### src/logic/rscf_pkg.sv
// Package for the reset sequencer and reset-cause capture block.
// Assumes a single 200 MHz pclk domain; used by rscf_top, the checker and the bench.
package rscf_pkg;
	// Clock rate in kHz
	localparam int CLK_KHZ = 200000;
	// Crystal settle time in microseconds, and its cycle count (least time, rounded up)
	localparam int SETTLE_US = 100;
	localparam int SETTLE_CYC = (SETTLE_US * CLK_KHZ + 999) / 1000;
	// Power-on delay default in microseconds (plain default, shortened in simulation)
	localparam int POR_US = 10;
	localparam int POR_CYC = (POR_US * CLK_KHZ + 999) / 1000;
	// Power-up timer default in milliseconds
	localparam int POWER_UP_DELAY_TIMER_MS = 16;
	localparam int POWER_UP_DELAY_TIMER_CYC = POWER_UP_DELAY_TIMER_MS * CLK_KHZ;
	// Oscillator start-up timer length in oscillator periods, counted on sampled edges
	localparam int OST_PERIODS = 1024;
	// Counter width
	localparam int CNT_W = 24;
	// Restart addresses
	localparam logic [23:0] RESET_VECTOR = 24'h00_0000;
	localparam logic [23:0] TRAP_VECTOR = 24'h00_0004;
	localparam logic [23:0] PC_STEP = 24'h00_0002;
	// APB register byte addresses
	localparam logic [11:0] ADDR_CAUSE = 12'h000;
	localparam logic [11:0] ADDR_OSC = 12'h004;
	localparam logic [11:0] ADDR_CONFIG = 12'h008;
	localparam logic [11:0] ADDR_IRQ_STAT = 12'h00C;
	localparam logic [11:0] ADDR_IRQ_CLR = 12'h010;
	localparam logic [11:0] ADDR_IRQ_EN = 12'h014;
	localparam logic [11:0] ADDR_PC = 12'h018;
	// reset_cause_reg bit positions
	localparam int BOR_BIT = 1;
	localparam int POR_BIT = 0;
	localparam int SLEEP_BIT = 3;
	localparam int IDLE_BIT = 2;
	localparam int WATCHDOG_TIMEOUT_FLAG_BIT = 4;
	localparam int SWR_BIT = 6;
	localparam int PIN_RESET_FLAG_BIT = 7;
	localparam int IOP_BIT = 14;
	localparam int TRAP_BIT = 15;
	localparam logic [15:0] CAUSE_RESET = 16'h0003;
	// oscillator_control_reg fields
	localparam int LOCK_BIT = 5;
	localparam int CUR_OSC_LSB = 12;
	// config register fields
	localparam int FOS_LSB = 0;
	localparam int FPR_LSB = 2;
	localparam int CFG_CLOCK_FAIL_MONITOR_BIT = 8;
	localparam int CFG_POWER_UP_DELAY_TIMER_BIT = 9;
	localparam int CFG_PLL_BIT = 10;
	localparam int CFG_XTAL_BIT = 11;
	localparam int CFG_OSCMODE_BIT = 12;
	localparam logic [15:0] CONFIG_RESET = 16'h0000;
	// Interrupt status bits
	localparam int IRQ_W = 4;
	localparam int IRQ_RELEASE = 0;
	localparam int IRQ_CLKFAIL = 1;
	localparam int IRQ_BOR = 2;
	localparam int IRQ_WAKE = 3;
	// Clock family encodings for the current-oscillator field
	localparam logic [1:0] OSC_FRC = 2'h0;
	// Sequencer states
	typedef enum logic [2:0] {RS_HOLD, RS_DELAY, RS_CLKWAIT, RS_RUN} rscf_state_t;
endpackage

### src/logic/rscf_top.sv
// Reset sequencer with reset-cause flags, clock-fail trap and restart address.
// Assumes an APB master on pclk; all event pins are asynchronous and synchronised here.
// What this block does
// RULE1: Clock monitor traps if clock unqualified after delays
// RULE2: Trap switches system clock to fast RC
// RULE3: No monitor, no timer: leave reset promptly
// RULE4: No monitor, no clock: stay frozen at vector
// RULE5: Brown-out pulses reset, picks clock from config
// RULE6: Brown-out starts start-up timer, holds clock
// RULE7: PLL in use: hold until lock bit 5
// RULE8: Power-on and power-up delays run together
// RULE9: Zero power-up timer with crystal adds settle
// RULE10: Brown-out sets brown-out flag bit 1
// RULE11: Brown-out detector works in sleep and idle
// RULE12: Resets restart at zero; power-on sets both
// RULE13: Pin, software, watchdog resets set own flags
// RULE14: Pin reset in sleep/idle sets mode flag
// RULE15: Wake-ups continue at PC+2, set sleep
// RULE16: Interrupt wake-up loads interrupt vector
// RULE17: Clock trap vectors to 4; traps set flags
// RULE18: Flags software-writable; unnamed flags kept
// RULE19: Reset held until all qualified; one update
`timescale 1ns/1ps
module rscf_top #(
	parameter int POR_CYCLES = rscf_pkg::POR_CYC, // Power-on delay in cycles
	parameter int POWER_UP_DELAY_TIMER_CYCLES = rscf_pkg::POWER_UP_DELAY_TIMER_CYC // Power-up timer in cycles
) (
	input wire logic pclk, // System clock
	input wire logic presetn, // Asynchronous active-low power-on reset
	input wire logic [11:0] paddr, // APB address
	input wire logic psel, // APB select
	input wire logic penable, // APB enable
	input wire logic pwrite, // APB direction
	input wire logic [31:0] pwdata, // APB write data
	output logic [31:0] prdata, // APB read data
	output logic pready, // APB ready
	output logic pslverr, // APB error
	input wire logic brownout_n, // Brown-out detector output, low on brown-out
	input wire logic master_clear_pin_n, // Master clear pin, low resets
	input wire logic sw_reset_req, // Software reset request
	input wire logic wdt_timeout, // Watchdog timeout
	input wire logic trap_conflict, // Trap conflict event
	input wire logic illegal_op, // Illegal operation event
	input wire logic wake_irq, // Enabled interrupt wake request
	input wire logic [23:0] wake_vector, // Vector of the waking interrupt
	input wire logic in_sleep, // Core is in Sleep
	input wire logic in_idle, // Core is in Idle
	input wire logic [23:0] core_pc, // Current program counter
	input wire logic osc_running, // Oscillator activity seen
	input wire logic osc_tick, // Oscillator period tick
	input wire logic pll_lock, // PLL lock status
	output logic internal_reset, // Internal reset to the core, high holds
	output logic clk_gate_en, // System clock enabled to the core
	output logic [1:0] sys_clk_sel, // Selected clock family
	output logic restart_valid, // One-cycle pulse: restart_addr is to be loaded
	output logic [23:0] restart_addr, // Address to continue execution from
	output logic irq // Level interrupt
);
	import rscf_pkg::*;

	// Two-flop synchronisers for every asynchronous input; first stage read only by second
	localparam int NS = 12;
	logic [NS-1:0] sync1;
	logic [NS-1:0] sync2;
	always_ff @(posedge pclk or negedge presetn) begin
		if (!presetn) begin
			sync1 <= '0;
			sync2 <= '0;
		end else begin
			sync1 <= {~brownout_n, ~master_clear_pin_n, sw_reset_req, wdt_timeout,
				trap_conflict, illegal_op, wake_irq, in_sleep, in_idle,
				osc_running, osc_tick, pll_lock};
			sync2 <= sync1;
		end
	end
	logic bor_s, master_clear_pin_s, swr_s, wdt_s, trc_s, iop_s, wake_s, slp_s, idl_s, run_s, tick_s, lock_s;
	assign {bor_s, master_clear_pin_s, swr_s, wdt_s, trc_s, iop_s, wake_s, slp_s, idl_s,
		run_s, tick_s, lock_s} = sync2;

	// Previous levels for rising-edge detection; one cause update per event
	logic [6:0] prev; // Previous bor, master_clear_pin, swr, wdt, trc, iop, wake
	logic tick_prev; // Previous oscillator tick
	always_ff @(posedge pclk or negedge presetn) begin
		if (!presetn) begin
			prev <= '0;
			tick_prev <= 1'b0;
		end else begin
			prev <= {bor_s, master_clear_pin_s, swr_s, wdt_s, trc_s, iop_s, wake_s};
			tick_prev <= tick_s;
		end
	end
	// Brown-out is honoured in every mode, sleep and idle included
	logic bor_ev, master_clear_pin_ev, swr_ev, wdt_ev, trc_ev, iop_ev, wake_ev, tick_ev;
	assign bor_ev = bor_s & ~prev[6]; // [RULE11]
	assign master_clear_pin_ev = master_clear_pin_s & ~prev[5];
	assign swr_ev = swr_s & ~prev[4];
	assign wdt_ev = wdt_s & ~prev[3];
	assign trc_ev = trc_s & ~prev[2];
	assign iop_ev = iop_s & ~prev[1];
	assign wake_ev = wake_s & ~prev[0];
	assign tick_ev = tick_s & ~tick_prev;
	// Watchdog in sleep is a wake-up, otherwise a reset
	logic wdt_wake, wdt_rst, any_reset;
	assign wdt_wake = wdt_ev & slp_s;
	assign wdt_rst = wdt_ev & ~slp_s;
	assign any_reset = bor_ev | master_clear_pin_ev | swr_ev | wdt_rst | trc_ev | iop_ev;

	// Registers
	logic [15:0] cause; // reset_cause_reg
	logic [15:0] config_reg; // Clock configuration
	logic [IRQ_W-1:0] irq_stat; // Sticky interrupt status
	logic [IRQ_W-1:0] irq_en; // Interrupt enables
	logic [1:0] cur_osc; // Current clock family
	logic wr_acc, rd_acc, hit;
	assign wr_acc = psel & penable & pwrite;
	assign rd_acc = psel & penable & ~pwrite;
	assign hit = paddr inside {ADDR_CAUSE, ADDR_OSC, ADDR_CONFIG, ADDR_IRQ_STAT,
		ADDR_IRQ_CLR, ADDR_IRQ_EN, ADDR_PC};
	assign pready = 1'b1;
	assign pslverr = psel & penable & ~hit;

	// Sequencer state and delay counters
	rscf_state_t state;
	logic [CNT_W-1:0] por_cnt; // Power-on delay count
	logic [CNT_W-1:0] power_up_delay_timer_cnt; // Power-up or settle count
	logic [10:0] ost_cnt; // Oscillator start-up periods seen
	logic ost_done, needs_ost, clock_fail_monitor_en, power_up_delay_timer_en, pll_used, xtal, delays_done, clk_ok;
	logic after_bor; // Last reset came from brown-out or power-on
	assign clock_fail_monitor_en = config_reg[CFG_CLOCK_FAIL_MONITOR_BIT];
	assign power_up_delay_timer_en = config_reg[CFG_POWER_UP_DELAY_TIMER_BIT];
	assign pll_used = config_reg[CFG_PLL_BIT];
	assign xtal = config_reg[CFG_XTAL_BIT];
	// Oscillator start-up timer only applies when an oscillator mode is chosen
	assign needs_ost = config_reg[CFG_OSCMODE_BIT] & after_bor; // [RULE6]
	assign ost_done = (ost_cnt == 11'(OST_PERIODS)) | ~needs_ost;
	assign delays_done = (por_cnt == '0) & (power_up_delay_timer_cnt == '0); // [RULE8]
	// Clock qualified: running, start-up timer done, PLL locked if used
	assign clk_ok = run_s & ost_done & (lock_s | ~pll_used); // [RULE7]

	// Sequencer: hold, concurrent delays, then clock qualification
	always_ff @(posedge pclk or negedge presetn) begin
		if (!presetn) begin
			state <= RS_HOLD;
			por_cnt <= '0;
			power_up_delay_timer_cnt <= '0;
			ost_cnt <= '0;
			after_bor <= 1'b1;
		end else if (any_reset) begin
			// Every reset source restarts the whole sequence
			state <= RS_DELAY; // [RULE5]
			por_cnt <= CNT_W'(POR_CYCLES);
			// Zero power-up timer with crystal still waits for settling
			if (power_up_delay_timer_en)
				power_up_delay_timer_cnt <= CNT_W'(POWER_UP_DELAY_TIMER_CYCLES); // [RULE8]
			else if (xtal)
				power_up_delay_timer_cnt <= CNT_W'(SETTLE_CYC); // [RULE9]
			else
				power_up_delay_timer_cnt <= '0;
			ost_cnt <= '0;
			after_bor <= bor_ev; // [RULE6]
		end else begin
			if (por_cnt != '0)
				por_cnt <= por_cnt - 1'b1;
			if (power_up_delay_timer_cnt != '0)
				power_up_delay_timer_cnt <= power_up_delay_timer_cnt - 1'b1;
			if (tick_ev && ost_cnt != 11'(OST_PERIODS))
				ost_cnt <= ost_cnt + 1'b1;
			case (state)
				RS_HOLD: begin
					// Power-on: start the concurrent delays
					state <= RS_DELAY;
					por_cnt <= CNT_W'(POR_CYCLES);
					power_up_delay_timer_cnt <= power_up_delay_timer_en ? CNT_W'(POWER_UP_DELAY_TIMER_CYCLES) : '0;
				end
				RS_DELAY: begin
					// Without monitor and timer this is immediate after power-on delay
					if (delays_done)
						state <= RS_CLKWAIT; // [RULE3]
				end
				RS_CLKWAIT: begin
					// With the monitor on, an unqualified clock traps to fast RC
					if (clk_ok || clock_fail_monitor_en)
						state <= RS_RUN; // [RULE1] [RULE4]
				end
				RS_RUN: begin
					state <= RS_RUN;
				end
				default: state <= RS_HOLD;
			endcase
		end
	end
	logic trap_fire; // Clock-fail trap pulse
	assign trap_fire = !any_reset && state == RS_CLKWAIT && clock_fail_monitor_en && !clk_ok; // [RULE1]
	logic release_ev; // Reset release pulse
	assign release_ev = !any_reset && state == RS_CLKWAIT && (clk_ok || clock_fail_monitor_en); // [RULE19]

	// Reset held from source until qualified, frozen if no clock and no monitor
	always_ff @(posedge pclk or negedge presetn) begin
		if (!presetn) begin
			internal_reset <= 1'b1;
			clk_gate_en <= 1'b0;
		end else begin
			internal_reset <= (state != RS_RUN) & ~release_ev | any_reset; // [RULE19] [RULE4]
			clk_gate_en <= (state == RS_RUN | release_ev) & ~any_reset; // [RULE6] [RULE7]
		end
	end

	// Clock family: configured on reset, forced to fast RC on trap
	always_ff @(posedge pclk or negedge presetn) begin
		if (!presetn)
			cur_osc <= OSC_FRC;
		else if (trap_fire)
			cur_osc <= OSC_FRC; // [RULE2]
		else if (any_reset || state == RS_HOLD)
			cur_osc <= config_reg[FOS_LSB +: 2]; // [RULE5]
		else if (wr_acc && paddr == ADDR_OSC)
			cur_osc <= pwdata[CUR_OSC_LSB +: 2];
	end
	assign sys_clk_sel = cur_osc;

	// Restart address and pulse
	always_ff @(posedge pclk or negedge presetn) begin
		if (!presetn) begin
			restart_valid <= 1'b0;
			restart_addr <= RESET_VECTOR;
		end else begin
			restart_valid <= 1'b0;
			if (trap_fire) begin
				restart_valid <= 1'b1;
				restart_addr <= TRAP_VECTOR; // [RULE17]
			end else if (release_ev) begin
				restart_valid <= 1'b1;
				restart_addr <= RESET_VECTOR; // [RULE12]
			end else if (state == RS_RUN && slp_s && (wake_ev || wdt_wake)) begin
				restart_valid <= 1'b1;
				// Interrupt wake-up enters its vector, watchdog continues
				restart_addr <= wake_ev ? wake_vector : core_pc + PC_STEP; // [RULE15] [RULE16]
			end
		end
	end

	// Reset-cause flags: each event names its flags, others are kept
	always_ff @(posedge pclk or negedge presetn) begin
		if (!presetn) begin
			cause <= CAUSE_RESET; // [RULE12]
		end else begin
			// Software writes first so a same-cycle event wins
			if (wr_acc && paddr == ADDR_CAUSE)
				cause <= pwdata[15:0]; // [RULE18]
			if (bor_ev) begin
				cause[BOR_BIT] <= 1'b1; // [RULE10]
				cause[POR_BIT] <= 1'b0; // [RULE12]
			end else if (master_clear_pin_ev) begin
				cause[PIN_RESET_FLAG_BIT] <= 1'b1; // [RULE13] [RULE14]
				cause[WATCHDOG_TIMEOUT_FLAG_BIT] <= 1'b0;
				cause[SLEEP_BIT] <= slp_s;
				cause[IDLE_BIT] <= idl_s & ~slp_s;
				if (!slp_s && !idl_s)
					cause[SWR_BIT] <= 1'b0;
			end else if (swr_ev) begin
				cause[SWR_BIT] <= 1'b1; // [RULE13]
				cause[PIN_RESET_FLAG_BIT] <= 1'b0;
				cause[WATCHDOG_TIMEOUT_FLAG_BIT] <= 1'b0;
				cause[SLEEP_BIT] <= 1'b0;
				cause[IDLE_BIT] <= 1'b0;
			end else if (wdt_rst) begin
				cause[WATCHDOG_TIMEOUT_FLAG_BIT] <= 1'b1; // [RULE13]
				cause[PIN_RESET_FLAG_BIT] <= 1'b0;
				cause[SWR_BIT] <= 1'b0;
				cause[SLEEP_BIT] <= 1'b0;
				cause[IDLE_BIT] <= 1'b0;
			end else if (wdt_wake) begin
				cause[WATCHDOG_TIMEOUT_FLAG_BIT] <= 1'b1; // [RULE15]
				cause[SLEEP_BIT] <= 1'b1;
			end else if (trc_ev) begin
				cause[TRAP_BIT] <= 1'b1; // [RULE17]
			end else if (iop_ev) begin
				cause[IOP_BIT] <= 1'b1; // [RULE17]
			end else if (wake_ev && slp_s) begin
				cause[SLEEP_BIT] <= 1'b1; // [RULE15]
			end
		end
	end

	// Configuration register, kept across internal resets
	always_ff @(posedge pclk or negedge presetn) begin
		if (!presetn)
			config_reg <= CONFIG_RESET;
		else if (wr_acc && paddr == ADDR_CONFIG)
			config_reg <= pwdata[15:0];
	end

	// Interrupts: sticky status, write-one clear, set wins
	logic [IRQ_W-1:0] irq_set;
	assign irq_set = {wake_ev & slp_s, bor_ev, trap_fire, release_ev};
	always_ff @(posedge pclk or negedge presetn) begin
		if (!presetn) begin
			irq_stat <= '0;
			irq_en <= '0;
		end else begin
			if (wr_acc && paddr == ADDR_IRQ_CLR)
				irq_stat <= (irq_stat & ~pwdata[IRQ_W-1:0]) | irq_set;
			else
				irq_stat <= irq_stat | irq_set;
			if (wr_acc && paddr == ADDR_IRQ_EN)
				irq_en <= pwdata[IRQ_W-1:0];
		end
	end
	assign irq = |(irq_stat & irq_en);

	// Read mux, registered
	always_ff @(posedge pclk or negedge presetn) begin
		if (!presetn)
			prdata <= '0;
		else if (psel && !penable && !pwrite) begin
			case (paddr)
				ADDR_CAUSE: prdata <= {16'h0000, cause};
				ADDR_OSC: prdata <= 32'({cur_osc, 12'h000} | (16'(lock_s) << LOCK_BIT));
				ADDR_CONFIG: prdata <= {16'h0000, config_reg};
				ADDR_IRQ_STAT: prdata <= 32'(irq_stat);
				ADDR_IRQ_EN: prdata <= 32'(irq_en);
				ADDR_PC: prdata <= {8'h00, restart_addr};
				default: prdata <= '0;
			endcase
		end
	end
	logic unused_rd;
	assign unused_rd = rd_acc;
endmodule // rscf_top

### config.mk
export PLATFORM = sky130hd
export DESIGN_NAME = rscf_top
export DESIGN_NICKNAME = d
export VERILOG_FILES = /design/src/logic/rscf_pkg.sv /design/src/logic/rscf_top.sv
export SDC_FILE = /design/constraint.sdc
export NUM_CORES = 1
export LEC_CHECK = 0
export BUFFER_PORTS_ARGS = -buffer_cell sky130_fd_sc_hd__clkbuf_2
export CAP_MARGIN = 20
export CORE_MARGIN = 2
export CORE_UTILIZATION = 50
export CTS_BUF_LIST = sky130_fd_sc_hd__clkbuf_16
export DETAILED_ROUTE_END_ITERATION = 8
export PLACE_DENSITY = 0.86
export RECOVER_POWER = 100
export SETUP_SLACK_MARGIN = 0.02
export SKIP_CTS_REPAIR_TIMING = 1
export SLEW_MARGIN = 20
export SYNTH_ARGS = -nofsm -noshare
export SYNTH_HDL_FRONTEND = slang
export SYNTH_SLANG_ARGS = --single-unit
### constraint.sdc
create_clock -name pclk -period 2.2 [get_ports pclk]
set_clock_uncertainty 0.05 [all_clocks]
set_input_delay 0.22 -clock pclk [delete_from_list [all_inputs] [get_ports pclk]]
set_output_delay 0.22 -clock pclk [all_outputs]
set_load 0.03 [all_outputs]
# [After elaboration in Yosys (flattened, before gate mapping)]
# Cells that the tools add are included.
[totals] mem_count=0 mem_bits_ro=0 register_bits=196 latch_bits=0 in_bits=109 ram_bits=0 word_cells=183 output_inout_bits=64
[op_classes] multipliers=0 div_mod_pow=0 bitwise=52 shift=0 n_reduce_logical=40 order_cmp=0 n_addsub=4 n_mux=52 eq_ne=14
[ops] operator="$mux 24" n=11
[ops] operator="$pmux 24 s6" n=1
[ops] operator="$logic_not 24->1" n=2
[ops] operator="$reduce_bool 24->1" n=2
[ops] operator="$sub 24x1->24 const B" n=2
[ops] operator="$eq 12x5->1 const B" n=3
[ops] operator="$mux 2" n=14
[ops] operator="$add 24x2->24 const B" n=1
[ops] operator="$eq 12x4->1 const B" n=2
[ops] operator="$mux 11" n=2
[ops] operator="$mux 22" n=1
[ops] operator="$and 1x1->1" n=21
[ops] operator="$mux 3" n=6
[ops] operator="$logic_and 1x1->1" n=16
[ops] operator="$mux 16" n=1
[ops] operator="$not 1->1" n=16
[ops] operator="$mux 15" n=1
[ops] operator="$or 14x6->14" n=1
[ops] operator="$mux 1" n=13
[ops] operator="$eq 12x3->1 const B" n=1
[ops] operator="$logic_not 12->1" n=1
[ops] operator="$pmux 3 s4" n=1
[ops] operator="$reduce_bool 3->1" n=4
[ops] operator="$add 11x1->11 const B" n=1
[ops] operator="18 further kinds" n=38

# [Longest topological paths before layout]
# Gate-level depths: netlist (run 1).
[logic_depth] word_depth=13 mapped_depth=8 ltp_nobuf=7

# [Worst setup path after synthesis (run 1)]
# Ideal clock, no wire load.
[synth_timing] path_kind="register to register" startpoint="reg ost_cnt[0]" endpoint="reg restart_addr[16]" path_buffers=1 required_ps=2029 arrival_ps=1889 synth_period_minus_slack_ps=2060 path_slack_ps=140 path_stages_with_launch=9 setup_ps=121 path_cell_list="dfrtp_1 > inv_1 > ha_1 > nor4bb_1 > a31oi_1 > o21bai_1 > a21oi_2 > buf_4 > a22o_1"
[synth_via] elab_chain_cells=8 elab_cells_between_ends=11 classes_between="eq/ne: 1; mux: 2; bitwise: 3; reduce/logical: 5"
[synth_rtl] item="start, declared" line_no="rscf_top.sv:126" source="logic [10:0] ost_cnt;"
[synth_rtl] item="start signal, assigned" line_no="rscf_top.sv:167" source="ost_cnt <= ost_cnt + 1'b1;"
[synth_rtl] item="$eq 11x11->1 (*)" line_no="rscf_top.sv:135" source="assign ost_done = (ost_cnt == 11'(OST_PERIODS)) | ~needs_ost;"
[synth_rtl] item="$or 1x1->1 (*)" line_no="rscf_top.sv:135"
[synth_rtl] item="$and 1x1->1 (*) (2 in series)" line_no="rscf_top.sv:138" source="assign clk_ok = run_s & ost_done & (lock_s | ~pll_used);"
[synth_rtl] item="$logic_or 1x1->1" line_no="rscf_top.sv:195" source="assign release_ev = !any_reset && state == RS_CLKWAIT && (clk_ok || clock_fail_monitor_en);"
[synth_rtl] item="$logic_and 1x1->1" line_no="rscf_top.sv:195"
[synth_rtl] item="$mux 24" line_no="rscf_top.sv:231" source="end else if (release_ev) begin"
[synth_rtl] item="$mux 24" line_no="rscf_top.sv:228" source="if (trap_fire) begin"
[synth_rtl] item="end signal, assigned" line_no="rscf_top.sv:237" source="restart_addr <= wake_ev ? wake_vector : core_pc + PC_STEP;"
[synth_rtl] item="end, declared" line_no="rscf_top.sv:56" source="output logic [23:0] restart_addr,"
# Mark *: on every way between the ends. The rest lies on a longest branch, timed or not.
# A chain may end at the register's enable or synchronous reset.

# [Final worst setup path (run 1)]
[layout_timing] startpoint="reg por_cnt[0]" endpoint="reg por_cnt[17]"
[layout_via] elab_chain_cells=4 elab_cells_between_ends=6 classes_between="add/sub: 1; mux: 3; reduce/logical: 2"
[layout_rtl] item="start, declared" line_no="rscf_top.sv:124" source="logic [CNT_W-1:0] por_cnt;"
[layout_rtl] item="start signal, assigned" line_no="rscf_top.sv:151" source="por_cnt <= CNT_W'(POR_CYCLES);"
[layout_rtl] item="start signal, assigned" line_no="rscf_top.sv:163" source="por_cnt <= por_cnt - 1'b1;"
[layout_rtl] item="start signal, assigned" line_no="rscf_top.sv:172" source="por_cnt <= CNT_W'(POR_CYCLES);"
[layout_rtl] item="$sub 24x1->24" line_no="rscf_top.sv:163"
[layout_rtl] item="$mux 24" line_no="rscf_top.sv:162" source="if (por_cnt != '0)"
[layout_rtl] item="$mux 24" line_no="rscf_top.sv:168" source="case (state)"
[layout_rtl] item="$mux 24" line_no="rscf_top.sv:148" source="end else if (any_reset) begin"
# Several ways; a longest one is shown, not always the timed one. The select of a mux whose other input is x is not followed.

==> reports/results.tsv, run 1 <==
metric	value	unit
hold violation count in the final report	0	
layout-stage area growth over the synthesis result	22.55	%
Distinct cells, synth	65	
initial antenna violation count	1	
number of antenna-violating nets in the routed design	0	
maximum buffer depth of the clock tree	2	
leakage power figure	5.068	nW
total negative slack	0	ns
via count of the first global-routing pass	7308	
final total power	10.29	mW
delay of the slowest critical-path stage	0.45	ns
htree depth	4	
most used cells in the layout excluding fill and tap cells	sky130_fd_sc_hd__dfrtp_1 (183), sky130_fd_sc_hd__clkbuf_2 (100), sky130_fd_sc_hd__nor2_1 (74), sky130_fd_sc_hd__nand2_1 (67), sky130_fd_sc_hd__clkbuf_1 (62)	
Critical path buffers and inverters	1	
worst slack at placement	-0.06369	ns
y dimension of the die	138.5	um
DIE AREA	19190	um^2
max-slew violation count	0	
synth warn	0	
register bit count reported by yosys	187	
post-layout instance count excluding filler cells	1322	
pwr dens	928.1	nW/um^2
run status	finished clean	
wire length of the first global-routing pass	37320	um
total standard cell area after synthesis	9051	um^2
worst ir drop on vdd	1106	uV
clock latency on the worst-skew pair	0.44	ns
most frequent standard cell in the layout excluding fill and tap cells	sky130_fd_sc_hd__dfrtp_1	
min Tclk post-route	2.133	ns
FFs w/ async S/R, synth	1.000	
category of the critical setup timing path	reg -> reg	
Filler Cells Inserted	1440	
Top Ports	173	
Post-Syn Instances	872	
number of port buffers	147	
global routing usage summed across all routing layers	0.2408	
Synth area leader	sky130_fd_sc_hd__dfrtp_1	
total setup violations reported at the end of the flow	0	
sum of net half-perimeters after detailed placement	16510	um
# placed instances	1258	
Yosys top cell area share	0.5059	
tightest slew margin relative to the limit	0.2885	
proportion of synthesized area in mux cells	0.05612	
total routed wire length on the met1 layer	10020	um
Hold Path Class	in -> reg	
total overflow reported by the global router	0	
simple-gate area share of the yosys netlist	0.1879	
most area-consuming cells after synthesis	sky130_fd_sc_hd__dfrtp_1 (51%), sky130_fd_sc_hd__mux2_2 (3.7%), sky130_fd_sc_hd__xor2_1 (3.2%)	
number of max-cap violations	0	
number of sinks driven by the clock tree	187	
metal3 WL	1596	um
share of the clock period used by the worst path after layout	0.9697	
row count	49	
clock-pin slew on the worst setup and hold paths	0.08	ns
xor-xnor portion of the synthesized cell area	0.05129	
share of layout cells above drive strength 1	0.2097	
vias after detailed routing	7771	
pin count of the biggest net entering global routing	55	
slowest stage cell, crit path	sky130_fd_sc_hd__a311o_2	
main combinational cell family by area after synthesis	simple AND/OR/NAND/NOR gates	
Avg WL per Cell	17.79	um
number of design-rule violations left by the first detailed-router iteration	650	
gate family responsible for the most delay along the worst path	simple AND/OR/NAND/NOR gates	
mean instance size in the synthesized netlist	10.38	um^2
CTS Buf Count	17	
sequence of cells on the critical path	inv_1 > ha_1 > nor3b_2 > and2_4 > a311o_2 > or4_4 > a21oi_2	
Core ar.	17840	um^2
DR top layer	met4	
drt total wl	23520	um
Max Clk Rate	468.7	MHz
number of optimization iterations in the first detailed-route pass	5	
Synth Area in Adders	0.009677	
Crit Path Max Fanout	7	
total met2 wirelength after detailed routing	11130	um
data required time at the worst endpoint	2.52	ns
Chip Width	138.5	um
root buffer cell	sky130_fd_sc_hd__clkbuf_16	
crit start category	flop	
final worst setup slack	0.06658	ns
total number of nets in the final design	1195	
TritonCTS clock tree	built	
global placer's final weighted congestion	0.9719	
number of vias per cell after detailed routing	5.878	
post-synthesis compound-gate area fraction	0.1449	
post-detailed-route DRC marker count	0	
number of enable flip-flop cells after synthesis	0	
slew of the pin with the lowest slew margin	1.067	ns
portion of the post-synthesis area used by sequential elements	0.5176	
ys flop type	sky130_fd_sc_hd__dfrtp_1	
Data arrival, critical path	2.45	ns
kind of end point of the critical path	flop	
initial core utilization	0.5073	
==> path summary, 6_finish.rpt <==
kind                            depth (start not counted)  slack [ns]  startpoint          end
worst max-delay path                                    7        0.07  por_cnt[0]  por_cnt[17]
worst min-delay path                                    2       0.005   pwdata[8]     cause[8]
worst max register to register                          7        0.07  por_cnt[0]  por_cnt[17]
worst min register to register                          0        0.30    sync1[6]     sync2[6]
max in group asynchronous                               3        0.39     presetn    prdata[1]
min in group asynchronous                               2        0.45     presetn  por_cnt[14]
==> layout make-up <==
cell class	instances	area, um^2	area share
multi-input cells	630	4161	0.3752
repair buffers	225	1294	0.1166
clock inverters	15	170.2	0.01534
clock buffers	17	425.4	0.03835
diodes	1	2.502	0.0002256
inverters	18	67.56	0.006091
well taps	229	286.5	0.02583
flip-flops and latches	187	4684	0.4223
==> synth_stat cells, drive strengths merged, types with 17 or more instances <==
cell	count
a21oi	43
a22oi	30
buf	20
clkbuf	24
dfrtp	183
inv	18
mux2	30
mux2i	17
nand2	67
nand3	35
nand4	21
nor2	74
nor3	19
o21ai	40
xnor2	20
xor2	33
==> power breakdown <==
group	leakage (nW)	switching, mW	internal (mW)
Combinational	2.39	1.97	1.37
Sequential	2.39	0.250	3.68
Clock	0.286	1.49	1.53
==> kinds of logic after synthesis <==
group,Yosys count
mux,47
flops,187
buf+inv,62
simple gates,316
compound gates,198
other cells,2
fa+ha+maj,7
xor+xnor,53
==> metal layers <==
layer  up-vias  global-route usage
li1       3578                   -
met1      3802              0.3329
met2       331              0.3770
met3        60             0.04662
met4         0             0.09882
met5         -                   0
==> per-stage QoR <==
stage / area (um^2) / hold slack [ns] / util
floorplan: 9077 / -0.1256 / -
global placement: 10290 / 0.1264 / 0.5768
detailed placement: 10290 / 0.1254 / 0.5768
CTS: 10890 / -0.3350 / 0.6102
global route: 11090 / 0.0007234 / 0.6216
finish: 11090 / 0.004681 / 0.6217
Note: power is estimated with default switching activity, not from simulation.
==> inputs of run 2 (changes only) <==
Settings changed: CORE_UTILIZATION 50 to 37, PLACE_DENSITY 0.86 to 0.69.
==> run 2 against run 1 <==
Final cell count grew 7.8%; non-clock buffer count rose by 8; sequential power about the same; global-route usage decreased by 6.3 points; combinational power grew 1%; sequential share of layout area fell by 0.42 points; via count decreased by 3.1%; core utilization shrank 16 points; design area is 0.99% higher; critical path type unchanged; largest cell class unchanged; largest power group unchanged; highest routed layer unchanged.
==> reports/results.tsv, run 2 (synthesized netlist as in run 1, its figures left out) <==
metric	value	unit	change
run status	finished clean		
# placed instances	1365		+8.5%
clock-pin slew on the worst setup and hold paths	0.08	ns	about the same
worst ir drop on vdd	764.6	uV	-31%
final worst setup slack	0.08266	ns	+0.01608 ns
global routing usage summed across all routing layers	0.1781		-0.06268
total internal power	6.641	mW	+0.95%
most used cells in the layout excluding fill and tap cells	sky130_fd_sc_hd__dfrtp_1 (183), sky130_fd_sc_hd__clkbuf_2 (95), sky130_fd_sc_hd__nor2_1 (74), sky130_fd_sc_hd__nand2_1 (67), sky130_fd_sc_hd__clkbuf_1 (67)		
post-detailed-route DRC marker count	0		unchanged
number of sinks driven by the clock tree	187		unchanged
drt total wl	23070	um	-1.9%
max-slew violation count	0		unchanged
DIE AREA	25730	um^2	+34%
utilization after layout	0.4633		-0.1584
total number of nets in the final design	1203		+0.67%
Max Clk Rate	472.3	MHz	+0.76%
category of the critical setup timing path	reg -> reg		
worst slack at placement	-0.05815	ns	+0.005535 ns
wire length of the first global-routing pass	36920	um	-1.1%
maximum buffer depth of the clock tree	2		unchanged
row count	57		+16%
crit start category	flop		
clock share of power	0.296		+0.002
layout-stage area growth over the synthesis result	23.76	%	
sequential fraction of design power	0.377		-0.005
relative contribution of combinational cells to total power	0.327		+0.003
most frequent standard cell in the layout excluding fill and tap cells	sky130_fd_sc_hd__dfrtp_1		
initial antenna violation count	1		unchanged
sw frac	0.3592		-0.001850
slew of the pin with the lowest slew margin	0.8480	ns	-0.2192 ns
data required time at the worst endpoint	2.47	ns	-0.05 ns
number of optimization iterations in the first detailed-route pass	5		unchanged
Core ar.	24180	um^2	+36%
total overflow reported by the global router	0		unchanged
number of vias per cell after detailed routing	5.286		-10%
pwr dens	925.0	nW/um^2	-0.33%
total setup violations reported at the end of the flow	0		unchanged
register-to-register setup slack	0.08	ns	+0.02 ns
sequence of cells on the critical path	or4_4 > and4bb_4 > buf_4 > a31oi_2 > clkbuf_4 > xnor2_1 > nor2_1		
clock latency on the worst-skew pair	0.43	ns	about the same
kind of end point of the critical path	flop		
final total power	10.36	mW	+0.66%
sum of net half-perimeters after detailed placement	17220	um	+4.3%
share of the clock period used by the worst path after layout	0.9624		-0.007309
y dimension of the die	160.4	um	+16%
gate family responsible for the most delay along the worst path	simple AND/OR/NAND/NOR gates		
Crit Path Max Fanout	6		-1
number of antenna-violating nets in the routed design	0		unchanged
Critical path buffers and inverters	2		+1
share of layout cells above drive strength 1	0.2045		-0.005162
CTS Buf Count	17		unchanged
number of max-cap violations	0		unchanged
root buffer cell	sky130_fd_sc_hd__clkbuf_16		
min Tclk post-route	2.117	ns	-0.01608 ns
RSZ-0062 raised after global routing	yes		
Hold Path Class	in -> reg		
Avg WL per Cell	16.19	um	-9.0%
delay of the slowest critical-path stage	0.58	ns	+0.13 ns
initial core utilization	0.3744		-0.1330
number of design-rule violations left by the first detailed-router iteration	445		-32%
number of port buffers	147		unchanged
hold violation count in the final report	0		unchanged
slowest stage cell, crit path	sky130_fd_sc_hd__or4_4		
Data arrival, critical path	2.38	ns	-0.07 ns
tightest slew margin relative to the limit	0.4347		+0.1461
TritonCTS clock tree	built		
Chip Width	160.4	um	+16%
net switching power of the design	3.722	mW	+0.15%
vias after detailed routing	7533		-3.1%
post-layout instance count excluding filler cells	1425		+7.8%
htree depth	4		unchanged
pin count of the biggest net entering global routing	64		+16%
global placer's final weighted congestion	0.9296		-4.4%
via count of the first global-routing pass	7209		-1.4%
leakage power figure	5.071	nW	about the same
Top Ports	173		unchanged
## run 2: final timing paths
check	end	cells after the start	startpoint
max	por_cnt[12]	7	por_cnt[14]
min	cause[14]	3	pwdata[14]
max reg2reg	por_cnt[12]	7	por_cnt[14]
min reg2reg	sync2[3]	0	sync1[3]
max in group asynchronous	prdata[19]	3	presetn
min in group asynchronous	por_cnt[13]	2	presetn
## run 2: routing by layer
metal  vias up  routed length [um]  share of wire  track usage
met5         -                   0              0            0
met2       210               10850           0.47       0.2821
met4         0                 518          0.022      0.05487
li1       3605                   -              -            -
met1      3685               10430           0.45       0.2464
met3        33                1276          0.055      0.03719
## run 2: layout make-up
class	instances	area, um^2
flip-flops and latches	187	4684
multi-input cells	630	4114
clock inverters	15	171.4
well taps	324	405.4
inverters	18	67.56
clock buffers	17	425.4
diodes	1	2.502
fillers	2281	12970
repair buffers	233	1331
## run 2: power by group through the flow
stage               combinational (mW)  sequential [mW]  clock, mW
floorplan                         2.31             3.93          0
global placement                  3.28             3.96          0
detailed placement                3.35             3.97          0
CTS                               3.40             3.91       3.13
global route                      3.79             3.95       3.29
finish                            3.39             3.91       3.06
## run 2: stage by stage
| stage | TNS (ns) | hold slack [ns] | cell area (um^2) |
|---|---|---|---|
| after global routing | 0 | 0.0008068 | 11200 |
| after CTS | -0.3639 | -0.2815 | 11060 |
| after floorplan | 0 | -0.1256 | 9077 |
| after global placement | -0.1320 | 0.1789 | 10460 |
| final | 0 | 0.0002340 | 11200 |
| after detailed placement | -0.2027 | 0.1819 | 10460 |
## run 2: worst register-to-register path: cells and delay by family, from the launching register on
kind / cells / cell delay [ns]
compound gates: 1 / 0.11
xor+xnor: 1 / 0.13
buf+inv: 2 / 0.30
flops: 1 / 0.40
simple gates: 3 / 1.02
